$ cat src/verilog/swpm_params.svh
// offsets, field positions, reset values and counts of the stop/wake block
`ifndef SWPM_PARAMS_SVH
`define SWPM_PARAMS_SVH

// register indices; byte address is four times the index
`define SWPM_IDX_POWER_CONTROL 10'h087
`define SWPM_IDX_CLOCK_CONTROL 10'h08E
`define SWPM_IDX_EXT_FLAGS 10'h091
`define SWPM_IDX_ACCESS_GUARD 10'h0C7
`define SWPM_IDX_WATCHDOG_AND_POWER_FAIL_CONTROL 10'h0D8
`define SWPM_IDX_PMR 10'h0F0
`define SWPM_ADDR_W 12

// field positions
`define SWPM_POWER_CONTROL_IDLE 0
`define SWPM_POWER_CONTROL_STOP 1
`define SWPM_EXTENDED_INTERRUPT_FLAGS_BGS 0
`define SWPM_EXTENDED_INTERRUPT_FLAGS_RING_WAKE_SELECT 1
`define SWPM_EXTENDED_INTERRUPT_FLAGS_RING_ACTIVE_STATUS 2
`define SWPM_PMR_SUPPRESS 2
`define SWPM_CLOCK_CONTROL_T0 3
`define SWPM_WATCHDOG_AND_POWER_FAIL_CONTROL_PFIF 4
`define SWPM_WATCHDOG_AND_POWER_FAIL_CONTROL_PFIE 5

// guard unlock sequence and window length in clocks
`define SWPM_GUARD_KEY1 8'hAA
`define SWPM_GUARD_KEY2 8'h55
`define SWPM_GUARD_WIN 2'h3

// reset values
`define SWPM_RST_CLOCK_CONTROL 3'h0
`define SWPM_RST_BIT 1'h0

// timer prescale divisors, power-fail vector, power-up count and its width
`define SWPM_DIV_SLOW 4'hC
`define SWPM_DIV_FAST 4'h4
`define SWPM_VECTOR_PFI 16'h0033
`define SWPM_POR_CLOCKS 65536
`define SWPM_CNT_W 17

`endif

$ cat src/verilog/swpm_pkg.sv
// types shared by the stop/wake power monitor
package swpm_pkg;

  // operating state of the power sequencer
  typedef enum logic [1:0] {
    ST_POR = 2'b00,
    ST_CRYSTAL_CLOCK = 2'b01,
    ST_STOP = 2'b10,
    ST_RING = 2'b11
  } swpm_state_e;

  // raw comparator outputs of the analogue supply monitor
  typedef struct packed {
    logic below_reset;
    logic below_warn;
  } swpm_mon_s;

  // controls toward oscillators and reference
  typedef struct packed {
    logic clocks_off;
    logic crystal_on;
    logic ring_on;
    logic bandgap_on;
  } swpm_pwr_s;

endpackage : swpm_pkg

$ cat src/verilog/swpm_stop_wake.sv
// stop/wake power monitor: stop mode, ring wake, reset sequencing, pfi
//
// Register access over APB is this design's own decision.
`timescale 1ns/10ps
`include "swpm_params.svh"

// Function
// - stop bit write gates all clocks
// - only external interrupt, reset or kept-reference pfi ends stop
// - keep-alive bit keeps reference on in stop
// - kept reference lets pfi and reset wake
// - reference always on outside stop
// - ring select gives ring clock on wake
// - ring runs 65536 clocks then crystal
// - ring status bit shows ring is active
// - reset default wakes on crystal
// - suppress keeps strobe static except off-chip
// - strobe toggles at clock over four
// - timer rate bit picks 12 or 4
// - three timer rate bits act independently
// - power-up waits, counts 65536, releases reset
// - low supply holds reset without software
// - pfi vectors to 0033h top priority
// - control bit 5 enables pfi
// - warning sets sticky flag until cleared
// - guard AAh 55h opens three-cycle window
module swpm_stop_wake
  import swpm_pkg::*;
#(
  parameter int POR_CYCLES = `SWPM_POR_CLOCKS
)
(
  input wire logic clk,
  input wire logic nrst,
  input wire logic psel,
  input wire logic penable,
  input wire logic pwrite,
  input wire logic [`SWPM_ADDR_W-1:0] paddr,
  input wire logic [31:0] pwdata,
  output logic [31:0] prdata,
  output logic pready,
  output logic pslverr,
  input wire swpm_mon_s mon,
  input wire logic ext_wake,
  input wire logic offchip_move,
  output swpm_pwr_s pwr,
  output logic core_reset,
  output logic ring_active_status,
  output logic addr_strobe,
  output logic [2:0] timer_tick,
  output logic pfi_req,
  output logic [15:0] pfi_vector
);

  localparam logic [`SWPM_CNT_W-1:0] CNT_LAST =
    `SWPM_CNT_W'(POR_CYCLES - 1);

  // synchronisers for the comparator outputs
  logic rst_meta_ff;
  logic rst_sync_ff;
  logic warn_meta_ff;
  logic warn_sync_ff;

  // sequencer and register state
  swpm_state_e state_ff;
  swpm_state_e nxt_state;
  logic [`SWPM_CNT_W-1:0] cnt_ff;
  logic [`SWPM_CNT_W-1:0] nxt_cnt;
  logic idle_ff;
  logic nxt_idle;
  logic [2:0] rate_ff;
  logic [2:0] nxt_rate;
  logic bgs_ff;
  logic nxt_bgs;
  logic ring_wake_select_ff;
  logic nxt_ring_wake_select;
  logic suppress_ff;
  logic nxt_suppress;
  logic pfie_ff;
  logic nxt_pfie;
  logic pfif_ff;
  logic nxt_pfif;
  logic armed_ff;
  logic nxt_armed;
  logic [1:0] win_ff;
  logic [1:0] nxt_win;
  logic [31:0] rdata_ff;
  logic [31:0] nxt_rdata;
  logic slverr_ff;
  logic nxt_slverr;
  logic pfi_req_ff;
  logic nxt_pfi_req;
  logic [15:0] vector_ff;
  logic [15:0] nxt_vector;
  logic [1:0] div_ff;
  logic [1:0] nxt_div;
  logic strobe_ff;
  logic nxt_strobe;

  // decode helpers
  logic [9:0] idx;
  logic hit;
  logic wr_en;
  logic rd_setup;
  logic mon_valid;
  logic in_stop;
  logic [7:0] wbyte;

  assign idx = paddr[`SWPM_ADDR_W-1:2];
  assign wbyte = pwdata[7:0];
  assign hit = (paddr[1:0] == 2'h0) &&
               (idx == `SWPM_IDX_POWER_CONTROL ||
                idx == `SWPM_IDX_CLOCK_CONTROL ||
                idx == `SWPM_IDX_EXT_FLAGS ||
                idx == `SWPM_IDX_ACCESS_GUARD ||
                idx == `SWPM_IDX_WATCHDOG_AND_POWER_FAIL_CONTROL ||
                idx == `SWPM_IDX_PMR);
  assign wr_en = psel && penable && pwrite && hit;
  assign rd_setup = psel && !penable;
  assign in_stop = (state_ff == ST_STOP);
  // monitor only trusted in stop when reference kept alive
  assign mon_valid = !in_stop || bgs_ff;

  // two-flop synchronisers; first stage read only by second
  always_ff @(posedge clk or negedge nrst)
  begin
    if (!nrst)
    begin
      rst_meta_ff <= 1'h1;
      rst_sync_ff <= 1'h1;
      warn_meta_ff <= 1'h0;
      warn_sync_ff <= 1'h0;
    end
    else
    begin
      rst_meta_ff <= mon.below_reset;
      rst_sync_ff <= rst_meta_ff;
      warn_meta_ff <= mon.below_warn;
      warn_sync_ff <= warn_meta_ff;
    end
  end

  // next values of sequencer, registers and bus answer
  always_comb
  begin
    nxt_state = state_ff;
    nxt_cnt = cnt_ff;
    nxt_idle = idle_ff;
    nxt_rate = rate_ff;
    nxt_bgs = bgs_ff;
    nxt_ring_wake_select = ring_wake_select_ff;
    nxt_suppress = suppress_ff;
    nxt_pfie = pfie_ff;
    nxt_pfif = pfif_ff;
    nxt_armed = armed_ff;
    nxt_win = (win_ff != 2'h0) ? win_ff - 2'h1 : 2'h0;
    nxt_rdata = rdata_ff;
    nxt_slverr = slverr_ff;

    // read data and error prepared in the setup cycle
    if (rd_setup)
    begin
      nxt_rdata = 32'h0;
      nxt_slverr = !hit;
      case (hit ? idx : 10'h000)
        `SWPM_IDX_POWER_CONTROL:
        begin
          nxt_rdata[`SWPM_POWER_CONTROL_IDLE] = idle_ff;
          nxt_rdata[`SWPM_POWER_CONTROL_STOP] = in_stop;
        end
        `SWPM_IDX_CLOCK_CONTROL:
          nxt_rdata[`SWPM_CLOCK_CONTROL_T0 +: 3] = rate_ff;
        `SWPM_IDX_EXT_FLAGS:
        begin
          nxt_rdata[`SWPM_EXTENDED_INTERRUPT_FLAGS_BGS] = bgs_ff;
          nxt_rdata[`SWPM_EXTENDED_INTERRUPT_FLAGS_RING_WAKE_SELECT] = ring_wake_select_ff;
          nxt_rdata[`SWPM_EXTENDED_INTERRUPT_FLAGS_RING_ACTIVE_STATUS] = (state_ff == ST_RING);
        end
        `SWPM_IDX_PMR:
          nxt_rdata[`SWPM_PMR_SUPPRESS] = suppress_ff;
        `SWPM_IDX_WATCHDOG_AND_POWER_FAIL_CONTROL:
        begin
          nxt_rdata[`SWPM_WATCHDOG_AND_POWER_FAIL_CONTROL_PFIE] = pfie_ff;
          nxt_rdata[`SWPM_WATCHDOG_AND_POWER_FAIL_CONTROL_PFIF] = pfif_ff;
        end
        default:
          nxt_rdata = 32'h0;
      endcase
    end

    // guard sequence tracking; any other write to a mapped register disarms
    if (wr_en)
    begin
      nxt_armed = 1'h0;
      if (idx == `SWPM_IDX_ACCESS_GUARD)
      begin
        if (wbyte == `SWPM_GUARD_KEY1)
          nxt_armed = 1'h1;
        else if (wbyte == `SWPM_GUARD_KEY2 && armed_ff)
          nxt_win = `SWPM_GUARD_WIN;
      end
    end

    // register writes, taken in the access cycle
    if (wr_en)
    begin
      case (idx)
        `SWPM_IDX_POWER_CONTROL:
        begin
          nxt_idle = wbyte[`SWPM_POWER_CONTROL_IDLE];
          if (wbyte[`SWPM_POWER_CONTROL_STOP] &&
              (state_ff == ST_CRYSTAL_CLOCK || state_ff == ST_RING))
            nxt_state = ST_STOP;
        end
        `SWPM_IDX_CLOCK_CONTROL:
          nxt_rate = wbyte[`SWPM_CLOCK_CONTROL_T0 +: 3];
        `SWPM_IDX_EXT_FLAGS:
        begin
          nxt_ring_wake_select = wbyte[`SWPM_EXTENDED_INTERRUPT_FLAGS_RING_WAKE_SELECT];
          if (win_ff != 2'h0)
            nxt_bgs = wbyte[`SWPM_EXTENDED_INTERRUPT_FLAGS_BGS];
        end
        `SWPM_IDX_PMR:
          nxt_suppress = wbyte[`SWPM_PMR_SUPPRESS];
        `SWPM_IDX_WATCHDOG_AND_POWER_FAIL_CONTROL:
        begin
          nxt_pfie = wbyte[`SWPM_WATCHDOG_AND_POWER_FAIL_CONTROL_PFIE];
          nxt_pfif = wbyte[`SWPM_WATCHDOG_AND_POWER_FAIL_CONTROL_PFIF];
        end
        default:
          nxt_idle = idle_ff;
      endcase
    end

    // warning sets the sticky flag; set beats a clearing write
    if (warn_sync_ff && mon_valid)
      nxt_pfif = 1'h1;

    // sequencer
    case (state_ff)
      ST_POR:
      begin
        if (!rst_sync_ff)
        begin
          nxt_cnt = cnt_ff + `SWPM_CNT_W'(1);
          if (cnt_ff == CNT_LAST)
          begin
            nxt_state = ST_CRYSTAL_CLOCK;
            nxt_cnt = '0;
          end
        end
      end
      ST_STOP:
      begin
        // only external or kept-alive supply events wake
        if (ext_wake || (bgs_ff && warn_sync_ff && pfie_ff))
        begin
          nxt_state = ring_wake_select_ff ? ST_RING : ST_CRYSTAL_CLOCK;
          nxt_cnt = '0;
        end
      end
      ST_RING:
      begin
        if (nxt_state == ST_RING)
        begin
          nxt_cnt = cnt_ff + `SWPM_CNT_W'(1);
          if (cnt_ff == CNT_LAST)
          begin
            nxt_state = ST_CRYSTAL_CLOCK;
            nxt_cnt = '0;
          end
        end
      end
      ST_CRYSTAL_CLOCK:
        nxt_cnt = '0;
      default:
      begin
        nxt_state = ST_POR;
        nxt_cnt = '0;
      end
    endcase

    // low supply forces and holds reset, stop included if monitored
    if (rst_sync_ff && mon_valid)
    begin
      nxt_state = ST_POR;
      nxt_cnt = '0;
    end
  end

  // register the sequencer and software state
  always_ff @(posedge clk or negedge nrst)
  begin
    if (!nrst)
    begin
      state_ff <= ST_POR;
      cnt_ff <= '0;
      idle_ff <= `SWPM_RST_BIT;
      rate_ff <= `SWPM_RST_CLOCK_CONTROL;
      bgs_ff <= `SWPM_RST_BIT;
      ring_wake_select_ff <= `SWPM_RST_BIT;
      suppress_ff <= `SWPM_RST_BIT;
      pfie_ff <= `SWPM_RST_BIT;
      pfif_ff <= `SWPM_RST_BIT;
      armed_ff <= 1'h0;
      win_ff <= 2'h0;
      rdata_ff <= 32'h0;
      slverr_ff <= 1'h0;
    end
    else
    begin
      state_ff <= nxt_state;
      cnt_ff <= nxt_cnt;
      idle_ff <= nxt_idle;
      rate_ff <= nxt_rate;
      bgs_ff <= nxt_bgs;
      ring_wake_select_ff <= nxt_ring_wake_select;
      suppress_ff <= nxt_suppress;
      pfie_ff <= nxt_pfie;
      pfif_ff <= nxt_pfif;
      armed_ff <= nxt_armed;
      win_ff <= nxt_win;
      rdata_ff <= nxt_rdata;
      slverr_ff <= nxt_slverr;
    end
  end

  // next values of strobe divider and interrupt request
  always_comb
  begin
    nxt_div = in_stop ? div_ff : div_ff + 2'h1;
    if (suppress_ff && !offchip_move)
      nxt_strobe = 1'h0;
    else
      nxt_strobe = div_ff[1] && !in_stop;
    nxt_pfi_req = pfie_ff && pfif_ff && (state_ff != ST_POR);
    nxt_vector = nxt_pfi_req ? `SWPM_VECTOR_PFI : 16'h0;
  end

  // register strobe and interrupt request
  always_ff @(posedge clk or negedge nrst)
  begin
    if (!nrst)
    begin
      div_ff <= 2'h0;
      strobe_ff <= 1'h0;
      pfi_req_ff <= 1'h0;
      vector_ff <= 16'h0;
    end
    else
    begin
      div_ff <= nxt_div;
      strobe_ff <= nxt_strobe;
      pfi_req_ff <= nxt_pfi_req;
      vector_ff <= nxt_vector;
    end
  end

  // per-timer prescaler, 12 or 4 clocks per tick
  genvar t;
  generate
    for (t = 0; t < 3; t++)
    begin : g_timer
      logic [3:0] pre_ff;
      logic [3:0] nxt_pre;
      logic tick_ff;
      logic nxt_tick;
      logic [3:0] div;

      always_comb
      begin
        div = rate_ff[t] ? `SWPM_DIV_FAST : `SWPM_DIV_SLOW;
        nxt_pre = pre_ff;
        nxt_tick = 1'h0;
        if (!in_stop && state_ff != ST_POR)
        begin
          if (pre_ff >= div - 4'h1)
          begin
            nxt_pre = 4'h0;
            nxt_tick = 1'h1;
          end
          else
            nxt_pre = pre_ff + 4'h1;
        end
      end

      always_ff @(posedge clk or negedge nrst)
      begin
        if (!nrst)
        begin
          pre_ff <= 4'h0;
          tick_ff <= 1'h0;
        end
        else
        begin
          pre_ff <= nxt_pre;
          tick_ff <= nxt_tick;
        end
      end

      assign timer_tick[t] = tick_ff;
    end
  endgenerate

  // outputs
  assign prdata = rdata_ff;
  assign pready = psel && penable;
  assign pslverr = psel && penable && slverr_ff;
  assign pwr = '{clocks_off: in_stop,
    crystal_on: !in_stop && !(state_ff == ST_POR && rst_sync_ff),
    ring_on: (state_ff == ST_RING),
    bandgap_on: !in_stop || bgs_ff};
  assign core_reset = (state_ff == ST_POR);
  assign ring_active_status = (state_ff == ST_RING);
  assign addr_strobe = strobe_ff;
  assign pfi_req = pfi_req_ff;
  assign pfi_vector = vector_ff;

endmodule : swpm_stop_wake

$ cat config.mk
export PLATFORM = sky130hd
export DESIGN_NAME = swpm_stop_wake
export DESIGN_NICKNAME = d
export VERILOG_FILES = /design/src/verilog/swpm_pkg.sv /design/src/verilog/swpm_stop_wake.sv
export VERILOG_INCLUDE_DIRS = /design/src /design/src/verilog
export SDC_FILE = /design/constraint.sdc
export NUM_CORES = 1
export LEC_CHECK = 0
export ABC_CLOCK_PERIOD_IN_PS = 4700
export BUFFER_PORTS_ARGS = -buffer_cell sky130_fd_sc_hd__buf_2
export CORE_ASPECT_RATIO = 1.2
export CORE_MARGIN = 2
export CORE_UTILIZATION = 56
export CTS_CLUSTER_SIZE = 25
export DETAILED_ROUTE_END_ITERATION = 12
export GPL_ROUTABILITY_DRIVEN = 0
export HOLD_SLACK_MARGIN = 0.03
export PLACE_DENSITY = 0.88
export SYNTH_ARGS = -nofsm -noshare
export SYNTH_HDL_FRONTEND = slang
export SYNTH_SLANG_ARGS = --single-unit
$ cat constraint.sdc
create_clock -name clk -period 4.7 [get_ports clk]
set_clock_uncertainty 0.05 [all_clocks]
set_input_delay 0.47 -clock clk [delete_from_list [all_inputs] [get_ports clk]]
set_output_delay 0.47 -clock clk [all_outputs]
set_load 0.03 [all_outputs]
==> flow_metrics.env <==
export IMPL_status="finished clean"
export IMPL_fin_setup_tns_ns=0
export IMPL_synth_area_per_cell_um2=9.390
export IMPL_numCtsBuffers=9
export IMPL_synth_edf_count=0
export IMPL_antenna_found_initial=0
export IMPL_power_total_mw=1.255
export IMPL_cp_end_kind="flop"
export IMPL_min_path_type="primary input to flop"
export IMPL_critPathKind="flop to flop"
export IMPL_start_util_pct=57.98
export IMPL_crit_fanout=9
export IMPL_max_slew_margin_rel_pct=47.95
export IMPL_drtPass1Iterations=5
export IMPL_p_per_area_mw_per_mm2=310.2
export IMPL_hold_violations=0
export IMPL_peakVddDrop_v=0.0002481
export IMPL_core_mm2=0.006446
export IMPL_max_freq_mhz=369.8
export IMPL_placement_io_buffers=51
export IMPL_worstPathArrival_ns=2.90
export IMPL_routed_via_density=5.720
export IMPL_slowest_delay_ns=0.65
export IMPL_num_vias=3049
export IMPL_drt_total_wl_um=7851
export IMPL_grt_pass1_vias=2946
export IMPL_drv_cap=0
export IMPL_synthArstFlopShare_pct=100.0
export IMPL_root_buffer="clkbuf_8"
export IMPL_crit_buf_inv=1
export IMPL_grt_max_degree=62
export IMPL_maxSlewViolCount=0
export IMPL_min_period_ns=2.704
export IMPL_cts_sinks=61
export IMPL_htree_levels=3
export IMPL_grt_overflow=0
export IMPL_crit_family="compound AO/OA/AOI/OAI gates"
export IMPL_cts_resized=0
export IMPL_p_leak_nw=1.897
export IMPL_die_w_um=78.58
export IMPL_critPathSlowestCell="a211oi_1"
export IMPL_drive_above_1_share_pct=21.65
export IMPL_rows=32
export IMPL_path_clk_slew_ns=0.07
export IMPL_fin_crit_sh_pct=57.53
export IMPL_cts_tree="built"
export IMPL_setup_violations=0
export IMPL_dp_cells=517
export IMPL_io_pins=114
export IMPL_crit_chain="inv_1 -> ha_1 -> nand2b_4 -> and2_1 -> a211oi_1 -> nand2_2 -> o32ai_1"
export IMPL_synthToLayoutAreaGrowth_pct=8.303
export IMPL_tightest_slew_ns=0.7760
export IMPL_timing_hold_ws_ns=0.1699
export IMPL_yosys_warnings=0
export IMPL_cts_hold_buf=0
export IMPL_die_h_um=93.49
export IMPL_route_detailed_drc=0
export IMPL_final_cells=533
export IMPL_dp_hpwl_um=5543
export IMPL_synth_distinct_cells=63
export IMPL_die_area_mm2=0.007346
export IMPL_grt_usage_pct=22.64
export IMPL_seq_area_frac_synth_pct=40.91
export IMPL_required_ns=4.90
export IMPL_drtAntennaViolNets=0
export IMPL_synth_ff_type="dfrtp_1"
export IMPL_crit_path_start_kind="flop"
export IMPL_postCtsSetupBuffers=0
export IMPL_grt_setup_unrepaired="no"
export IMPL_nets=508
export IMPL_n_antenna_cell=0
export IMPL_drt_iter0_drc=222
export IMPL_wl_per_cell_um=14.73
export IMPL_syn_area_mm2=0.003737
export IMPL_fill_cells=510
export IMPL_clkLatencyLatePin_ns=0.34
export IMPL_synth_seq_cells=61
export IMPL_syn_inst=398
export IMPL_grt_pass1_wl_um=13220
export IMPL_cts_path_max_buffers=2
synthesized netlist by cell type (3+ instances only):
library cell / number / area [µm²]
or2_2: 3 / 18.77
o21a_1: 3 / 22.52
nor3b_1: 6 / 45.04
nand4_1: 3 / 18.77
o32ai_1: 3 / 26.28
ha_1: 12 / 150.1
a22o_1: 6 / 52.55
inv_1: 10 / 37.54
nand2_2: 3 / 18.77
and2_1: 3 / 18.77
nor2_1: 32 / 120.1
buf_4: 48 / 360.4
nor3_1: 18 / 90.09
nand4b_1: 4 / 35.03
a21oi_1: 9 / 45.04
clkbuf_1: 4 / 15.01
nand2b_1: 3 / 18.77
o211ai_1: 3 / 22.52
o31ai_1: 4 / 30.03
mux2_2: 5 / 56.30
nand2_1: 45 / 168.9
and3_1: 3 / 18.77
a31oi_1: 4 / 25.02
nand3_1: 19 / 95.09
a32o_1: 7 / 70.07
nor2b_1: 3 / 18.77
a21o_1: 4 / 30.03
buf_6: 3 / 33.78
o21ai_0: 27 / 135.1
dfrtp_1: 59 / 1476
kinds of logic after synthesis:
family / after synthesis / share of synthesized area, %
AOI/OAI and AO/OA: 85 / 16.34
muxes: 6 / 1.774
DFF: 61 / 40.91
other: 1 / 0.1003
and+or+nand+nor: 165 / 24.21
buffers and inverters: 65 / 11.95
adders and majority gates: 12 / 4.017
xor gates and xnor gates: 3 / 0.7032
worst paths after layout:
kind	start	end	slack [ns]	cells after the start
worst min register to register	warn_meta_ff$_DFF_PN0_	warn_sync_ff$_DFF_PN0_	0.30	0
max in group asynchronous	nrst	suppress_ff$_DFFE_PN0P_	3.88	2
worst max-delay path	state_ff[0]$_DFF_PN0_	cnt_ff[9]$_DFFE_PN0P_	2.00	7
worst max register to register	state_ff[0]$_DFF_PN0_	cnt_ff[9]$_DFFE_PN0P_	2.00	7
worst min-delay path	mon[1]	rst_meta_ff$_DFF_PN1_	0.17	1
min in group asynchronous	nrst	cnt_ff[11]$_DFFE_PN0P_	0.21	2
layer usage:
| metal | up-vias | global-route usage [%] | part of all wire (%) |
|---|---|---|---|
| li1 | 1440 | - | - |
| met1 | 1438 | 28.14 | 41 |
| met2 | 145 | 37.46 | 50 |
| met3 | 26 | 4.344 | 6.6 |
| met4 | 0 | 11.55 | 2.7 |
| met5 | - | 0 | 0 |
registers in the layout, summed over array words and instances (netlist names), 2 cells and up:
name / cells
prdata: 6
cnt_ff: 17
g_timer.pre_ff: 12
win_ff: 2
div_ff: 2
rate_ff: 3
state_ff: 2
g_timer.tick_ff: 3
through the flow:
| stage | setup slack, ns | cell area (µm²) | util (%) |
|---|---|---|---|
| after global routing | 1.624 | 4048 | 62.79 |
| after detailed placement | 1.984 | 3836 | 59.51 |
| after floorplan | 2.537 | 3876 | - |
| after global placement | 2.018 | 3836 | 59.51 |
| final | 1.996 | 4048 | 62.79 |
| after CTS | 2.033 | 4048 | 62.79 |
report_power, final:
| part | switching (mW) | internal (mW) |
|---|---|---|
| sequential | 0.0231 | 0.550 |
| clock | 0.202 | 0.288 |
| combinational | 0.130 | 0.0626 |
layout by cell type, fill, tap and decap left out, types with 3 or more instances in the layout:
cell      count
clkbuf_8     12
nor2_1       32
nand3_1      19
inv_1        10
dfrtp_1      59
nor3_1       18
nand4_1       3
mux2_2        5
o32ai_1       3
or2_2         3
nor3b_1       6
o21a_1        3
a21oi_1       9
a31oi_1       4
ha_1         12
and2_1        3
a32o_1        7
buf_2        51
nand4b_1      4
nor2b_1       3
conb_1       38
o21ai_0      27
o211ai_1      3
and3_1        3
nand2_1      45
a22o_1        6
nand2_2       3
nand2b_1      3
a21o_1        4
o31ai_1       4
area by class of cell:
cell class	instances	area, µm²	area share (%)
clock buffers	13	168.9	4.173
clock inverters	3	42.54	1.051
inverters	10	37.54	0.9274
multi-input cells	309	1901	46.96
flip-flops and latches	61	1529	37.77
well taps	85	106.4	2.628
repair buffers	52	262.8	6.492
(Power assumes the default switching activity.)
